===== src/hdl/dps_pkg.sv =====
// Constants and types shared by the duty sequencer and its testbench
package dps_pkg;
  // Clock and time figures
  localparam int CLK_PERIOD_NS    = 100;
  localparam int MASTER_PERIOD_NS = 2_000_000;
  localparam int TICK_PERIOD_MS   = 500;
  localparam int MASTER_CYC = MASTER_PERIOD_NS / CLK_PERIOD_NS;
  localparam int TICK_CYC = TICK_PERIOD_MS * 1_000_000 / CLK_PERIOD_NS;

  // Duty table: counts per percent, first entry, step, entries
  localparam int COUNTS_PER_PCT = 640;
  localparam int FULL_COUNTS    = 100 * COUNTS_PER_PCT;
  localparam int DUTY_FIRST_PCT = 10;
  localparam int DUTY_STEP_PCT  = 20;
  localparam int TABLE_LEN      = 5;

  // Reset values
  localparam logic [15:0] CMP_RST = 16'(DUTY_FIRST_PCT * COUNTS_PER_PCT);
  localparam logic [15:0] SRC_RST = 16'h0000;
  localparam logic [15:0] CNT_RST = 16'h0005;
  localparam logic [15:0] SRC_STEP = 16'h0002;

  // Register byte offsets
  localparam logic [7:0] OFS_CTRL   = 8'h00;
  localparam logic [7:0] OFS_SRC    = 8'h04;
  localparam logic [7:0] OFS_CNT    = 8'h08;
  localparam logic [7:0] OFS_STATUS = 8'h0C;
  localparam logic [7:0] OFS_CMP    = 8'h10;
  localparam logic [7:0] OFS_EFF    = 8'h14;
  localparam logic [7:0] OFS_RAM    = 8'h20;
  localparam logic [7:0] OFS_RAM_END = 8'h34;

  // Control bit positions
  localparam int CTRL_CH0 = 0;
  localparam int CTRL_CH1 = 1;
  localparam int CTRL_CH2 = 2;
  localparam int CTRL_DMA = 3;
  // Status bit positions
  localparam int STAT_DONE = 0;
  localparam int STAT_PIN  = 1;
  localparam int STAT_BUSY = 2;

  // Transfer engine states
  typedef enum logic {DPS_IDLE, DPS_MOVE} dps_dma_st_t;
endpackage

===== src/hdl/dps_duty_sequencer.sv =====
// Pulse-width generator with duty stepped by a tick-driven transfer
//
// Added by the designer: the Avalon-MM interface to the registers and the placing of the registers.
`timescale 1ns/1ps
`default_nettype none
// Behaviour
// - master channel and slave channel run together
// - slave waveform drives the pulse output pin
// - master period is 2 ms
// - slave one-count restarts each period, sets width
// - interval tick every 500 ms
// - each interval tick with DMA enabled and count left launches one transfer
// - transfer moves RAM data into registers
// - each transfer moves one 16-bit item
// - destination is the slave compare register
// - source starts at first table entry
// - transfer count loaded with five
// - duty starts at ten percent
// - duty steps 10,30,50,70,90 percent
// - done event after ninety; software reloads
// - status pin inverts on each duty update; the code inverts it on every interval tick, with or without a transfer
// - entry equals percent times 640 counts
// - first duty change one second after start
module dps_duty_sequencer #(
  parameter int MASTER_CYC = dps_pkg::MASTER_CYC,
  parameter int TICK_CYC   = dps_pkg::TICK_CYC
) (
  input  wire logic        clk,
  input  wire logic        rst,
  input  wire logic [7:0]  avs_address,
  input  wire logic        avs_read,
  input  wire logic        avs_write,
  input  wire logic [31:0] avs_writedata,
  input  wire logic [3:0]  avs_byteenable,
  output logic [31:0]      avs_readdata,
  output logic             avs_waitrequest,
  output logic             pwm_out_pin,
  output logic             status_toggle_out,
  output logic             interval_tick_event,
  output logic             transfer_done_event
);
  import dps_pkg::*;

  typedef struct packed {
    logic             ack;
    logic [31:0]      rdata;
    logic             run01;
    logic             run2;
    logic             dma_en;
    logic [15:0]      src;
    logic [15:0]      cnt;
    logic             done_flag;
    logic             done_pulse;
    logic             tick_pulse;
    logic [15:0]      cmp;
    logic [15:0]      eff;
    logic [15:0]      scnt;
    logic             pwm;
    logic             stat;
    dps_dma_st_t      st;
    logic [4:0][15:0] ram;
  } dps_state_t;

  dps_state_t s_reg;
  dps_state_t s_next;
  logic       master_tick;
  logic       ch2_tick;

  // Byte-lane merge of a write into an old value
  function automatic logic [31:0] merge(input logic [31:0] old,
                                        input logic [31:0] wd,
                                        input logic [3:0]  be);
    logic [31:0] m;
    m = {{8{be[3]}}, {8{be[2]}}, {8{be[1]}}, {8{be[0]}}};
    return (old & ~m) | (wd & m);
  endfunction

  dps_interval_timer #(.PERIOD(MASTER_CYC)) u_master (
    .clk  (clk),
    .rst  (rst),
    .run  (s_reg.run01),
    .tick (master_tick)
  );

  dps_interval_timer #(.PERIOD(TICK_CYC)) u_interval (
    .clk  (clk),
    .rst  (rst),
    .run  (s_reg.run2),
    .tick (ch2_tick)
  );

  logic        req;
  logic        wr_go;
  logic        start01;
  logic [2:0]  ram_idx;
  logic [15:0] ram_word;
  logic [31:0] wmerged;
  logic [31:0] rd_mux;
  logic [47:0] lhs;
  logic [47:0] rhs;
  logic [2:0]  bus_idx;

  // Bus request decode and read mux
  always_comb begin
    req = avs_read | avs_write;
    wr_go = avs_write & s_reg.ack;
    bus_idx = 3'((avs_address - OFS_RAM) >> 2);
    ram_idx = s_reg.src[3:1];
    ram_word = (ram_idx < 3'(TABLE_LEN)) ? s_reg.ram[ram_idx] : 16'h0000;
    rd_mux = 32'h0000_0000;
    case (avs_address)
      OFS_CTRL: begin
        rd_mux[CTRL_CH0] = s_reg.run01;
        rd_mux[CTRL_CH1] = s_reg.run01;
        rd_mux[CTRL_CH2] = s_reg.run2;
        rd_mux[CTRL_DMA] = s_reg.dma_en;
      end
      OFS_SRC: rd_mux[15:0] = s_reg.src;
      OFS_CNT: rd_mux[15:0] = s_reg.cnt;
      OFS_STATUS: begin
        rd_mux[STAT_DONE] = s_reg.done_flag;
        rd_mux[STAT_PIN]  = s_reg.stat;
        rd_mux[STAT_BUSY] = s_reg.cnt != 16'h0000;
      end
      OFS_CMP: rd_mux[15:0] = s_reg.cmp;
      OFS_EFF: rd_mux[15:0] = s_reg.eff;
      default: begin
        if (avs_address >= OFS_RAM && avs_address < OFS_RAM_END
            && avs_address[1:0] == 2'b00) begin
          rd_mux[15:0] = s_reg.ram[bus_idx];
        end
      end
    endcase
    wmerged = merge(rd_mux, avs_writedata, avs_byteenable);
    // both start bits together start ch0 and ch1
    start01 = wr_go && avs_address == OFS_CTRL
              && wmerged[CTRL_CH0] && wmerged[CTRL_CH1] && !s_reg.run01;
    // Width in full-scale counts scaled onto the cycle period
    lhs = 48'(s_reg.scnt) * 48'(FULL_COUNTS);
    rhs = 48'(s_reg.eff) * 48'(MASTER_CYC);
  end

  // Next-state logic
  always_comb begin
    s_next = s_reg;
    s_next.done_pulse = 1'b0;
    s_next.tick_pulse = ch2_tick;
    // Answer one cycle after the request is seen
    s_next.ack = req & ~s_reg.ack;
    if (req && !s_reg.ack) begin
      s_next.rdata = avs_read ? rd_mux : 32'h0000_0000;
    end

    // slave one-count restarted by each master period
    // compare latched only at period start
    if (master_tick || start01) begin
      s_next.scnt = 16'h0000;
      s_next.eff = s_reg.cmp;
    end else if (s_reg.scnt != 16'hFFFF) begin
      s_next.scnt = s_reg.scnt + 16'h0001;
    end
    // slave width drives the output pin
    s_next.pwm = s_reg.run01 && !start01 && (lhs < rhs);

    // status pin inverts on each tick
    if (ch2_tick) begin
      s_next.stat = ~s_reg.stat;
    end

    // tick with count left launches a transfer
    case (s_reg.st)
      DPS_IDLE: begin
        if (ch2_tick && s_reg.dma_en && s_reg.cnt != 16'h0000) begin
          s_next.st = DPS_MOVE;
        end
      end
      DPS_MOVE: begin
        // one 16-bit RAM word into compare
        s_next.cmp = ram_word;
        s_next.src = s_reg.src + SRC_STEP;
        s_next.cnt = s_reg.cnt - 16'h0001;
        // done event when the last item moves
        if (s_reg.cnt == 16'h0001) begin
          s_next.done_pulse = 1'b1;
        end
        s_next.st = DPS_IDLE;
      end
      default: s_next.st = DPS_IDLE;
    endcase

    // Register writes; software reload of source and count
    if (wr_go) begin
      case (avs_address)
        OFS_CTRL: begin
          s_next.run01 = wmerged[CTRL_CH0] & wmerged[CTRL_CH1];
          s_next.run2 = wmerged[CTRL_CH2];
          s_next.dma_en = wmerged[CTRL_DMA];
        end
        OFS_SRC: s_next.src = wmerged[15:0];
        OFS_CNT: s_next.cnt = wmerged[15:0];
        OFS_STATUS: begin
          if (wmerged[STAT_DONE]) begin
            s_next.done_flag = 1'b0;
          end
        end
        OFS_CMP: s_next.cmp = wmerged[15:0];
        default: begin
          if (avs_address >= OFS_RAM && avs_address < OFS_RAM_END
              && avs_address[1:0] == 2'b00) begin
            s_next.ram[bus_idx] = wmerged[15:0];
          end
        end
      endcase
    end
    // Hardware set wins over a same-cycle clear
    if (s_next.done_pulse) begin
      s_next.done_flag = 1'b1;
    end
  end

  // State register with table and duty preset
  always_ff @(posedge clk) begin
    if (rst) begin
      s_reg <= '0;
      s_reg.cmp <= CMP_RST;
      s_reg.eff <= CMP_RST;
      // source at first entry, count five
      s_reg.src <= SRC_RST;
      s_reg.cnt <= CNT_RST;
      s_reg.st <= DPS_IDLE;
      for (int i = 0; i < TABLE_LEN; i++) begin
        s_reg.ram[i] <= 16'((DUTY_FIRST_PCT + DUTY_STEP_PCT * i)
                            * COUNTS_PER_PCT);
      end
    end else begin
      s_reg <= s_next;
    end
  end

  // Outputs straight from flops
  assign avs_readdata = s_reg.rdata;
  assign avs_waitrequest = ~s_reg.ack;
  assign pwm_out_pin = s_reg.pwm;
  assign status_toggle_out = s_reg.stat;
  assign interval_tick_event = s_reg.tick_pulse;
  assign transfer_done_event = s_reg.done_pulse;
endmodule // dps_duty_sequencer
`default_nettype wire


===== src/hdl/dps_interval_timer.sv =====
// Free-running interval timer with one-cycle end-of-period tick
`timescale 1ns/1ps
`default_nettype none
module dps_interval_timer #(
  parameter int PERIOD = 4
) (
  input  wire logic clk,
  input  wire logic rst,
  input  wire logic run,
  output logic      tick
);
  typedef struct packed {
    logic [31:0] cnt;
    logic        tick;
  } dps_tmr_t;

  dps_tmr_t s_reg;
  dps_tmr_t s_next;

  // Count while running, wrap at the period end
  always_comb begin
    s_next = s_reg;
    s_next.tick = 1'b0;
    if (!run) begin
      s_next.cnt = 32'h0000_0000;
    end else if (s_reg.cnt == 32'(PERIOD - 1)) begin
      s_next.cnt = 32'h0000_0000;
      s_next.tick = 1'b1;
    end else begin
      s_next.cnt = s_reg.cnt + 32'h0000_0001;
    end
  end

  // State register
  always_ff @(posedge clk) begin
    if (rst) begin
      s_reg <= '0;
    end else begin
      s_reg <= s_next;
    end
  end

  assign tick = s_reg.tick;
endmodule // dps_interval_timer
`default_nettype wire


===== config.mk =====
export PLATFORM = sky130hd
export DESIGN_NAME = dps_duty_sequencer
export DESIGN_NICKNAME = d
export VERILOG_FILES = /design/src/hdl/dps_pkg.sv /design/src/hdl/dps_duty_sequencer.sv /design/src/hdl/dps_interval_timer.sv
export SDC_FILE = /design/constraint.sdc
export NUM_CORES = 1
export LEC_CHECK = 0
export ABC_AREA = 1
export BUFFER_PORTS_ARGS = -buffer_cell sky130_fd_sc_hd__buf_2
export CAP_MARGIN = 20
export CORE_MARGIN = 10
export CORE_UTILIZATION = 55
export DETAILED_ROUTE_END_ITERATION = 10
export PLACE_DENSITY = 0.72
export SETUP_SLACK_MARGIN = 0.02
export SYNTH_ARGS = -nofsm -noshare
export SYNTH_HDL_FRONTEND = slang
export SYNTH_SLANG_ARGS = --single-unit

===== constraint.sdc =====
create_clock -name clk -period 5.9 [get_ports clk]
set_input_delay 0.885 -clock clk [delete_from_list [all_inputs] [get_ports clk]]
set_output_delay 0.885 -clock clk [all_outputs]
set_load 0.02 [all_outputs]

Yosys cells after proc, flatten, opt, wreduce, memory -nomap -nowiden:

Index checks and enable logic that the tools add are counted.
Widths: inputs -> output; s select.

* register bits after elaboration: 268
* bits of input ports: 48

* $add $sub $neg: 6
* $mul: 2
* magnitude comparators: 7
* equal/unequal tests: 9
* muxes and demuxes: 29
* bitwise logic cells: 14
* reductions and logical operators: 32

Operator list (count)
* $mux 16: 11
* $bmux 16 s3: 2
* $bwmux 80: 1
* $add 32x1->32 const B: 2
* $pmux 12 s5: 1
* $demux 16 s3: 1
* $mux 33: 1
* $and 16x16->16: 2
* $eq 32x15->1 const B: 1
* $eq 32x23->1 const B: 1
* $lt 32x31->1: 1
* $mux 32: 1
* $mul 16x10->26 const B: 1
* $mul 16x7->23 const B: 1
* $pmux 3 s6: 1
* $add 16x1->16 const B: 1
* $add 16x2->16 const B: 1
* $eq 16x1->1 const B: 1
* $eq 8x4->1 const B: 2
* $eq 8x5->1 const B: 2
* $ne 16x16->1 const B: 1
* $not 16->16: 1
* $or 16x16->16: 1
* $reduce_bool 16->1: 1
* 25 further kinds: 60

Longest topological paths before layout:

Gate-level depths: netlist of the first run.

* depth after elaboration: 13
* mapped depth: 30

Hierarchy:

Synthesis of the first run repeated with hierarchy kept, for this count alone.

* cells, all modules: 2700
* area total of the unflattened synthesis: 19258.5 um2

Modules (own cells, without submodules)
* dps_duty_sequencer: times used 1, cells an instance 2080, area an instance 15423.5 um2
* dps_interval_timer (u_interval): times used 1, cells an instance 315, area an instance 1929.4 um2
* dps_interval_timer (u_master): times used 1, cells an instance 305, area an instance 1905.6 um2

Worst setup path after synthesis of the first run:

OpenSTA, ideal clock, no wires.

* kind: register -> register
* start: register s_reg[103] (netlist name)
* end: register s_reg, in the netlist pwm_out_pin
* setup time: 0.116 ns
* arrival time: 4.956 ns
* data required time: 5.784 ns
* setup slack: 0.827 ns
* stages on the path, launching flop included: 31
* path buffers: 0
* period minus slack after synthesis: 5.073 ns
* cell sequence: dfxtp_1 > inv_1 > fa_1 > inv_1 > ha_1 > inv_1 > fa_1 > inv_1 > ha_1 > inv_1 > fa_1 > inv_1 > ha_1 > nand2_1 > o21ai_0 > a21oi_1 > o21ai_0 > a21oi_1 > xor2_1 > ha_1 > nand2_1 > inv_1 > nand3_1 > nor3_1 > nand2_1 > nand2_1 > nand2_1 > nand2_1 > nand2_1 > a21boi_0 > nor2_1

* longest elaborated chain between the ends: 3

RTL lines
* start: declaration: line dps_duty_sequencer.sv:64 `dps_state_t s_reg;`
* start signal: assignment: line dps_duty_sequencer.sv:236 `s_reg <= s_next;`
* $mul 16x10->26: line dps_duty_sequencer.sv:140 `rhs = 48'(s_reg.eff) * 48'(MASTER_CYC);`
* $lt 32x31->1: line dps_duty_sequencer.sv:163 `s_next.pwm = s_reg.run01 && !start01 && (lhs < rhs);`
* $logic_and 1x1->1: line dps_duty_sequencer.sv:163

No other way between the ends.
A chain may end at the register's enable or synchronous reset.

Final worst setup path of the first run:

* start: register s_reg[106] (netlist name)
* end: register s_reg, in the netlist pwm_out_pin

The elaborated chain is that of the path after synthesis.

==> impl_metrics.toml, run 1 <==
[power_and_ir_drop]
p_int_mw = 2.907
ir_worst_vdd_mv = 0.2100
switchingPower_uw = 966.5
cellLeakagePower_nw = 9.357
power_frac_comb_pct = 7.1
power.share.switching_pct = 24.95
power.share.sequential_pct = 44.1
power_density_nw_per_um2 = 188.1
pwr-share-clk_pct = 48.8

[clock_tree]
cts_buffers = 29
ctsHoldBuffers = 0
clk_pin_slew_worst_paths_ps = 60
root_buffer = "clkbuf_16"
cts_tree = "yes"
htreeDepth = 1
clk-insertion-delay-late_ps = 590
clock_sinks = 252
clock_path_buffers = 3

[placement]
port_buffers = 50
dpl.hpwl_mm = 40.69
placed_area_um2 = 19550
gp_congestion = 0.9682

[logic_synthesis]
yosys.area.top_type = "dfxtp_1"
ys_warn_count = 0
avgSynthCellArea_um2 = 7.284
postSynthCellCount = 2640
synth_seq_cells = 252
synth_area_leaders = "dfxtp_1 (26%), ha_1 (9.8%), fa_1 (9.3%)"
syn-cell-area_um2 = 19230
synth_cell_types = 60
netlist.area_leader.share_pct = 26.23
yosysSeqAreaShare_pct = 26.23
synthFlopType = "dfxtp_1"
async_flop_share_pct = 0
synth_edf_count = 0

[routing]
drc_errors = 0
ant_nets = 0
wl_per_cell_um = 17.09
vias_per_cell = 5.637
wirelength_mm = 53.22
vias = 17554
dr.pass1.iters = 6
dr.first_iter.drc_count = 1615

[global_route]
grtUsageTotal_pct = 24.61
grt_pass1_wl_mm = 86.44
grt_pass1_vias = 16789
grt_start_max_net_pins = 55
gr-total-overflow = 0
antenna_found_initial = 1

[run_status]
outcome = "finished, final reports clean"

[setup_path]
cpMostUsedCell = "nand2_1"
cp_slowest_cell = "fa_1"
crit_start = "s_reg[106]$_SDFFE_PP0P_"
start_kind = "flop"
critPathCaptureType = "flop"
cp_max_fo = 5
path_buf_inv = 5
worstSetupPathType = "flop to flop"
regToRegStartpoint = "s_reg[106]$_SDFFE_PP0P_"
max_stage_delay_ps = 540
critPathTopFamily = "adder cells"
cp.arrival_ps = 5900
required_ps = 6350

[floorplanning]
rows = 68
die_area_um2 = 42840
start_util_pct = 55.67
core_um2 = 34540
die_w_um = 207.0
die_h_um = 207.0
ios = 85

[cells_and_area]
final_cell_mix = "inv_1 (419), nand2_1 (401), a21oi_1 (267)"
final_cell_area_um2 = 20590
largest_reg_flops = 163
final_common_cell = "inv_1"
finalNetCount = 2927
drive_gt1_share_pct = 8.239
area_growth_pct = 7.065

[sta]
setup_viol = 0
whs_ps = 452.0
worst_slew_pin_slew_ps = 1098
report.final.slew_viol_count = 0
rsz0062_at_grt = "false"
slew_headroom_pct = 26.34
min_period_over_period_pct = 92.34
hold_viol_final = 0
min_period_ps = 5448
fin_skew_ps = 30.85
fmax_mhz = 183.6
fin_tns_setup_ps = 0

[job]
maxCapViolCount = 0

[worst_hold_path]
min-delay-start = "u_interval.s_reg[1]$_SDFF_PP0_"
hold_path.class = "flop to flop"
-- worst reg2reg max path: cells and delay by family, from the launching register on --
family,cells,cell delay [ps]
fa+ha+maj,7,2750
buf+inv,5,410
simple gates,9,660
xor+xnor,1,100
compound gates,6,970
flops,1,410
-- routing by layer --
layer | track usage, % | share of wire, % | vias to the layer above
met5 | 0 | 0 | -
met4 | 9.599 | 4.2 | 0
met3 | 4.073 | 7.5 | 144
met2 | 39.48 | 45 | 646
met1 | 32.53 | 43 | 8145
li1 | - | - | 8619
-- through the flow --
stage	power, mW	cells	utilization [%]	setup WS (ps)
after detailed placement	2.017	3062	56.60	349.2
after floorplan	1.946	2655	-	827.4
after global routing	3.997	3114	59.61	22.51
final	3.874	3114	59.61	452.1
after global placement	2.011	3062	56.60	362.6
after CTS	3.898	3111	59.44	299.9
-- worst paths after layout --
check / depth (start not counted) / to / slack [ps]
worst max-delay path: 28 / pwm_out_pin$_SDFF_PP0_ / 450
worst min-delay path: 1 / u_interval.s_reg[1]$_SDFF_PP0_ / 450
worst max register to register: 28 / pwm_out_pin$_SDFF_PP0_ / 450
worst min register to register: 1 / u_interval.s_reg[1]$_SDFF_PP0_ / 450
-- area by class of cell --
type / count / area [µm²]
Antenna cell: 1 / 2.502
Clock buffer: 35 / 788.3
Sequential cell: 252 / 5045
Tap cell: 455 / 569.3
Timing Repair Buffer: 63 / 367.9
Inverter: 438 / 1647
Fill cell: 3294 / 13950
Clock inverter: 14 / 191.4
Multi-Input combinational cell: 1856 / 11980
-- cell usage after synthesis (4+ instances only) --
library cell,n
nand2_1,401
buf_2,11
o21ai_0,169
nor2_2,12
fa_1,89
inv_2,14
nor3_1,52
and3_1,5
nand3b_1,5
buf_6,7
xor2_1,47
nor3_2,5
buf_4,40
nand2_4,5
a21oi_2,4
buf_1,10
o21ai_1,38
xnor2_1,18
nor3b_1,10
inv_1,421
nand4_1,36
nor2_4,13
clkbuf_1,40
or2_2,8
nand2_2,11
o22ai_1,29
o21bai_1,8
nor3_4,4
dfxtp_1,252
o21a_1,11
a211oi_1,8
a31oi_1,8
nor2_1,217
nor4_1,22
nand3_2,9
ha_1,150
o211ai_1,23
a21oi_1,269
nand3_1,120
-- power by group through the flow --
| stage | clock [mW] | combinational (mW) | sequential, mW |
|---|---|---|---|
| after floorplan | 0 | 0.201 | 1.75 |
| after global placement | 0 | 0.264 | 1.75 |
| after detailed placement | 0 | 0.269 | 1.75 |
| after CTS | 1.92 | 0.271 | 1.71 |
| after global routing | 1.98 | 0.307 | 1.71 |
| final | 1.89 | 0.275 | 1.71 |
-- repair_timing --
| item | 4_1_cts | 5_1_grt |
|---|---|---|
| endpoints found under the setup margin | 0 | 1 |
| setup buffers | 0 | 0 |
| resized for setup | 0 | 8 |
-- cells by family after synthesis --
| kind of cell | synth area share [%] |
|---|---|
| other | 0.01950 |
| XOR/XNOR | 2.960 |
| AND/OR/NAND/NOR | 22.93 |
| flip-flops | 26.23 |
| AO/OA/AOI/OAI | 16.89 |
| multiplexers | 0.07155 |
| adder cells (fa/ha/maj) | 19.02 |
| buffers and inverters | 11.87 |
(Power assumes the default switching activity.)
==> inputs of run 2 (changes only) <==
--- a/config.mk
+++ b/config.mk
@@ -15,4 +15,5 @@
 export SETUP_SLACK_MARGIN = 0.02
 export SYNTH_ARGS = -nofsm -noshare
 export SYNTH_HDL_FRONTEND = slang
+export SYNTH_HIERARCHICAL = 1
 export SYNTH_SLANG_ARGS = --single-unit
==> run 2 against run 1 <==
Effect of this change:
- hold slack worse by 0.63 ps
- synthesized cell count up 2.3%
- clock power about the same
- die area rose by 0.13%
- routed wire length down 7.6%
- via count shrank 0.84%
- sequential share of layout area is essentially flat
- critical endpoint unchanged
- clock-buffer cell count increased by 3
- highest routed layer unchanged
- utilization about the same
==> impl_metrics.toml, run 2 <==
[logic_synthesis]
synthFlopType = "dfxtp_1"
synth_top_family_by_area = "simple AND/OR/NAND/NOR gates"
avgSynthCellArea_um2 = 7.133
synth_simple_gate_area_share_pct = 23.36
synthTopCellsByCount = "nand2_1 (515), inv_1 (382), nor2_1 (268)"
synth.most_common_cell = "nand2_1"
synthMuxAreaShare_pct = 0.2339
ys_warn_count = 6
netlist.area_leader.share_pct = 26.20
synth_seq_cells = 252
postSynthCellCount = 2700
synth_fa_ha_area_share_pct = 19.00
yosysSeqAreaShare_pct = 26.20
synth_compound_area_share_pct = 16.29
synthXorXnorAreaFrac_pct = 3.638
syn-cell-area_um2 = 19260
synth_cell_types = 53
synth_edf_count = 0
synth_area_leaders = "dfxtp_1 (26%), nand2_1 (10%), ha_1 (9.7%)"
yosys.area.top_type = "dfxtp_1"
async_flop_share_pct = 0

[placement]
placed_area_um2 = 19560
port_buffers = 50
dpl.hpwl_mm = 37.44
gp_congestion = 0.9405

[global_route]
antenna_found_initial = 0
grt_pass1_wl_mm = 82.04
gr-total-overflow = 0
top_usage_layer = "met2"
gr-usage-met3_pct = 2.512
grt.met2_usage_pct = 37.32
grt_pass1_vias = 16689
grtUsageTotal_pct = 22.18
grt_start_max_net_pins = 65
use_met1_pct = 28.64

[setup_path]
r2r_slack_ps = 530
required_ps = 6400
regToRegStartpoint = "s_reg[104]$_SDFFE_PP0P_"
r2r_cells = 26
rr_endpoint = "pwm_out_pin$_SDFF_PP0_"
cp.arrival_ps = 5880
critPathCaptureType = "flop"
worstSetupPathType = "flop to flop"
cp_max_fo = 5
start_kind = "flop"

[sta]
hold_viol_final = 0
setup_viol = 0
fin_skew_ps = 9.909
min_period_ps = 5374
min_period_over_period_pct = 91.09
worst_slew_pin_slew_ps = 1038
rsz0062_at_grt = "false"
slew_headroom_pct = 30.74
report.final.slew_viol_count = 0
fin_tns_setup_ps = 0
fmax_mhz = 186.1

[worst_hold_path]
hold_path.class = "flop to flop"
whs_endpoint = "u_master/s_reg[1]$_SDFF_PP0_"
hold_depth = 1
min-delay-start = "u_master/s_reg[1]$_SDFF_PP0_"

[power_and_ir_drop]
pwr-share-clk_pct = 49.1
power.share.switching_pct = 24.80
power_frac_comb_pct = 6.6
cellLeakagePower_nw = 9.307
power_density_nw_per_um2 = 187.6
ir_worst_vdd_mv = 0.1996
p_int_mw = 2.904
switchingPower_uw = 957.7
power.share.sequential_pct = 44.3

[floorplanning]
rows = 68
die_w_um = 207.1
die_area_um2 = 42900
die_h_um = 207.1
core_um2 = 34540
start_util_pct = 55.75
ios = 85

[routing]
ant_nets = 0
wirelength_mm = 49.19
vias = 17407
dr.first_iter.drc_count = 1641
wl_per_cell_um = 15.51
vias_per_cell = 5.488
dr.pass1.iters = 6
drc_errors = 0

[clock_tree]
htreeDepth = 1
root_buffer = "clkbuf_16"
clock_sinks = 252
ctsHoldBuffers = 0
cts_tree = "yes"
cts_setup_buffers = 0
clk_pin_slew_worst_paths_ps = 60
cts_resized = 0
clk-insertion-delay-late_ps = 570
clock_path_buffers = 3
cts_buffers = 30

[job]
maxCapViolCount = 0

[cells_and_area]
drive_gt1_share_pct = 8.097
final_cell_mix = "nand2_1 (515), inv_1 (381), nor2_1 (268)"
area_growth_pct = 6.867
diodes = 0
finalNetCount = 2982
largest_reg_flops = 163
final_cell_area_um2 = 20580
final_common_cell = "nand2_1"

[run_status]
outcome = "finished, final reports clean"
-- run 2: changes by cell type in the layout (fill, tap and decap cells not counted), sizes merged, moves of 10 or more --
cell / previous run / this run
nand2: 417 / 530
nor2: 244 / 316
inv: 438 / 400
nor3: 61 / 28
a21oi: 273 / 248
nand4: 37 / 16
o22ai: 29 / 49
o21ai: 210 / 228
nor4: 22 / 8
nand3: 132 / 119
nor3b: 10 / 0
o21a: 11 / 1
xor2: 47 / 57
-- run 2: cell families after synthesis --
family,after synthesis
flops,252
buf+inv,515
mux,2
xor+xnor,80
fa+ha+maj,239
simple gates,1031
other cells,1
compound gates,580
-- run 2: worst max-delay path: stages (launching register included) --
cell and delay (ps):
dfxtp_1 420, inv_1 180, fa_1 550, inv_1 40, ha_1 290, fa_1 480
ha_1 290, inv_1 50, fa_1 490, inv_1 40, ha_1 340, a21oi_1 220
o21ai_1 140, a21oi_2 170, o21ai_1 120, a21oi_1 230, nor2_1 60, nor2_1 120
xor2_1 160, ha_1 260, a21oi_1 130, nor3_1 60, a211oi_1 190, nand2_1 80
nand2_1 60, nand2_1 40, a21oi_1 110
-- run 2: metal layers --
metal	up-vias	share of wire [%]
met4	0	3.2
met2	605	46
met3	93	6.7
met5	-	0
li1	8695	-
met1	8014	44
-- run 2: final cells by class --
class / count / area [µm²]
fill: 3317 / 13960
inverter: 400 / 1501
clock buffer: 38 / 820.8
timing repair buffer: 63 / 347.8
tap: 455 / 569.3
sequential: 252 / 5045
clock inverter: 16 / 192.7
multi-input combinational: 1948 / 12100
-- run 2: worst max path at each step --
stage	from	endpoint	slack [ps]	cells past startpoint
2_1_floorplan	s_reg[103]$_SDFFE_PP0P_	pwm_out_pin$_SDFF_PP0_	900	28
3_3_place_gp	s_reg[103]$_SDFFE_PP0P_	pwm_out_pin$_SDFF_PP0_	500	30
3_5_place_dp	s_reg[104]$_SDFFE_PP0P_	pwm_out_pin$_SDFF_PP0_	410	26
4_1_cts	s_reg[104]$_SDFFE_PP0P_	pwm_out_pin$_SDFF_PP0_	390	26
5_1_grt	s_reg[103]$_SDFFE_PP0P_	pwm_out_pin$_SDFF_PP0_	40	28
6_report	s_reg[104]$_SDFFE_PP0P_	pwm_out_pin$_SDFF_PP0_	530	26
-- run 2: stage by stage --
stage          util [%]  std cells  setup WS (ps)  hold slack (ps)  power, mW
6_report          59.58       3172          525.8            451.4      3.862
5_1_grt           59.58       3172          44.65            483.2      3.998
4_1_cts           59.55       3171          387.6            453.4      3.886
3_5_place_dp      56.61       3117          414.6            439.3      1.999
3_3_place_gp      56.61       3117          504.0            432.0      1.994
2_1_floorplan         -       2715          903.4            417.6      1.939
-- run 2: power by group through the flow --
| stage | Combinational [mW] | Sequential, mW | Clock [mW] |
|---|---|---|---|
| 2_1_floorplan | 0.193 | 1.75 | 0 |
| 3_3_place_gp | 0.248 | 1.75 | 0 |
| 3_5_place_dp | 0.253 | 1.75 | 0 |
| 4_1_cts | 0.253 | 1.71 | 1.92 |
| 5_1_grt | 0.287 | 1.71 | 2.00 |
| 6_report | 0.256 | 1.71 | 1.90 |
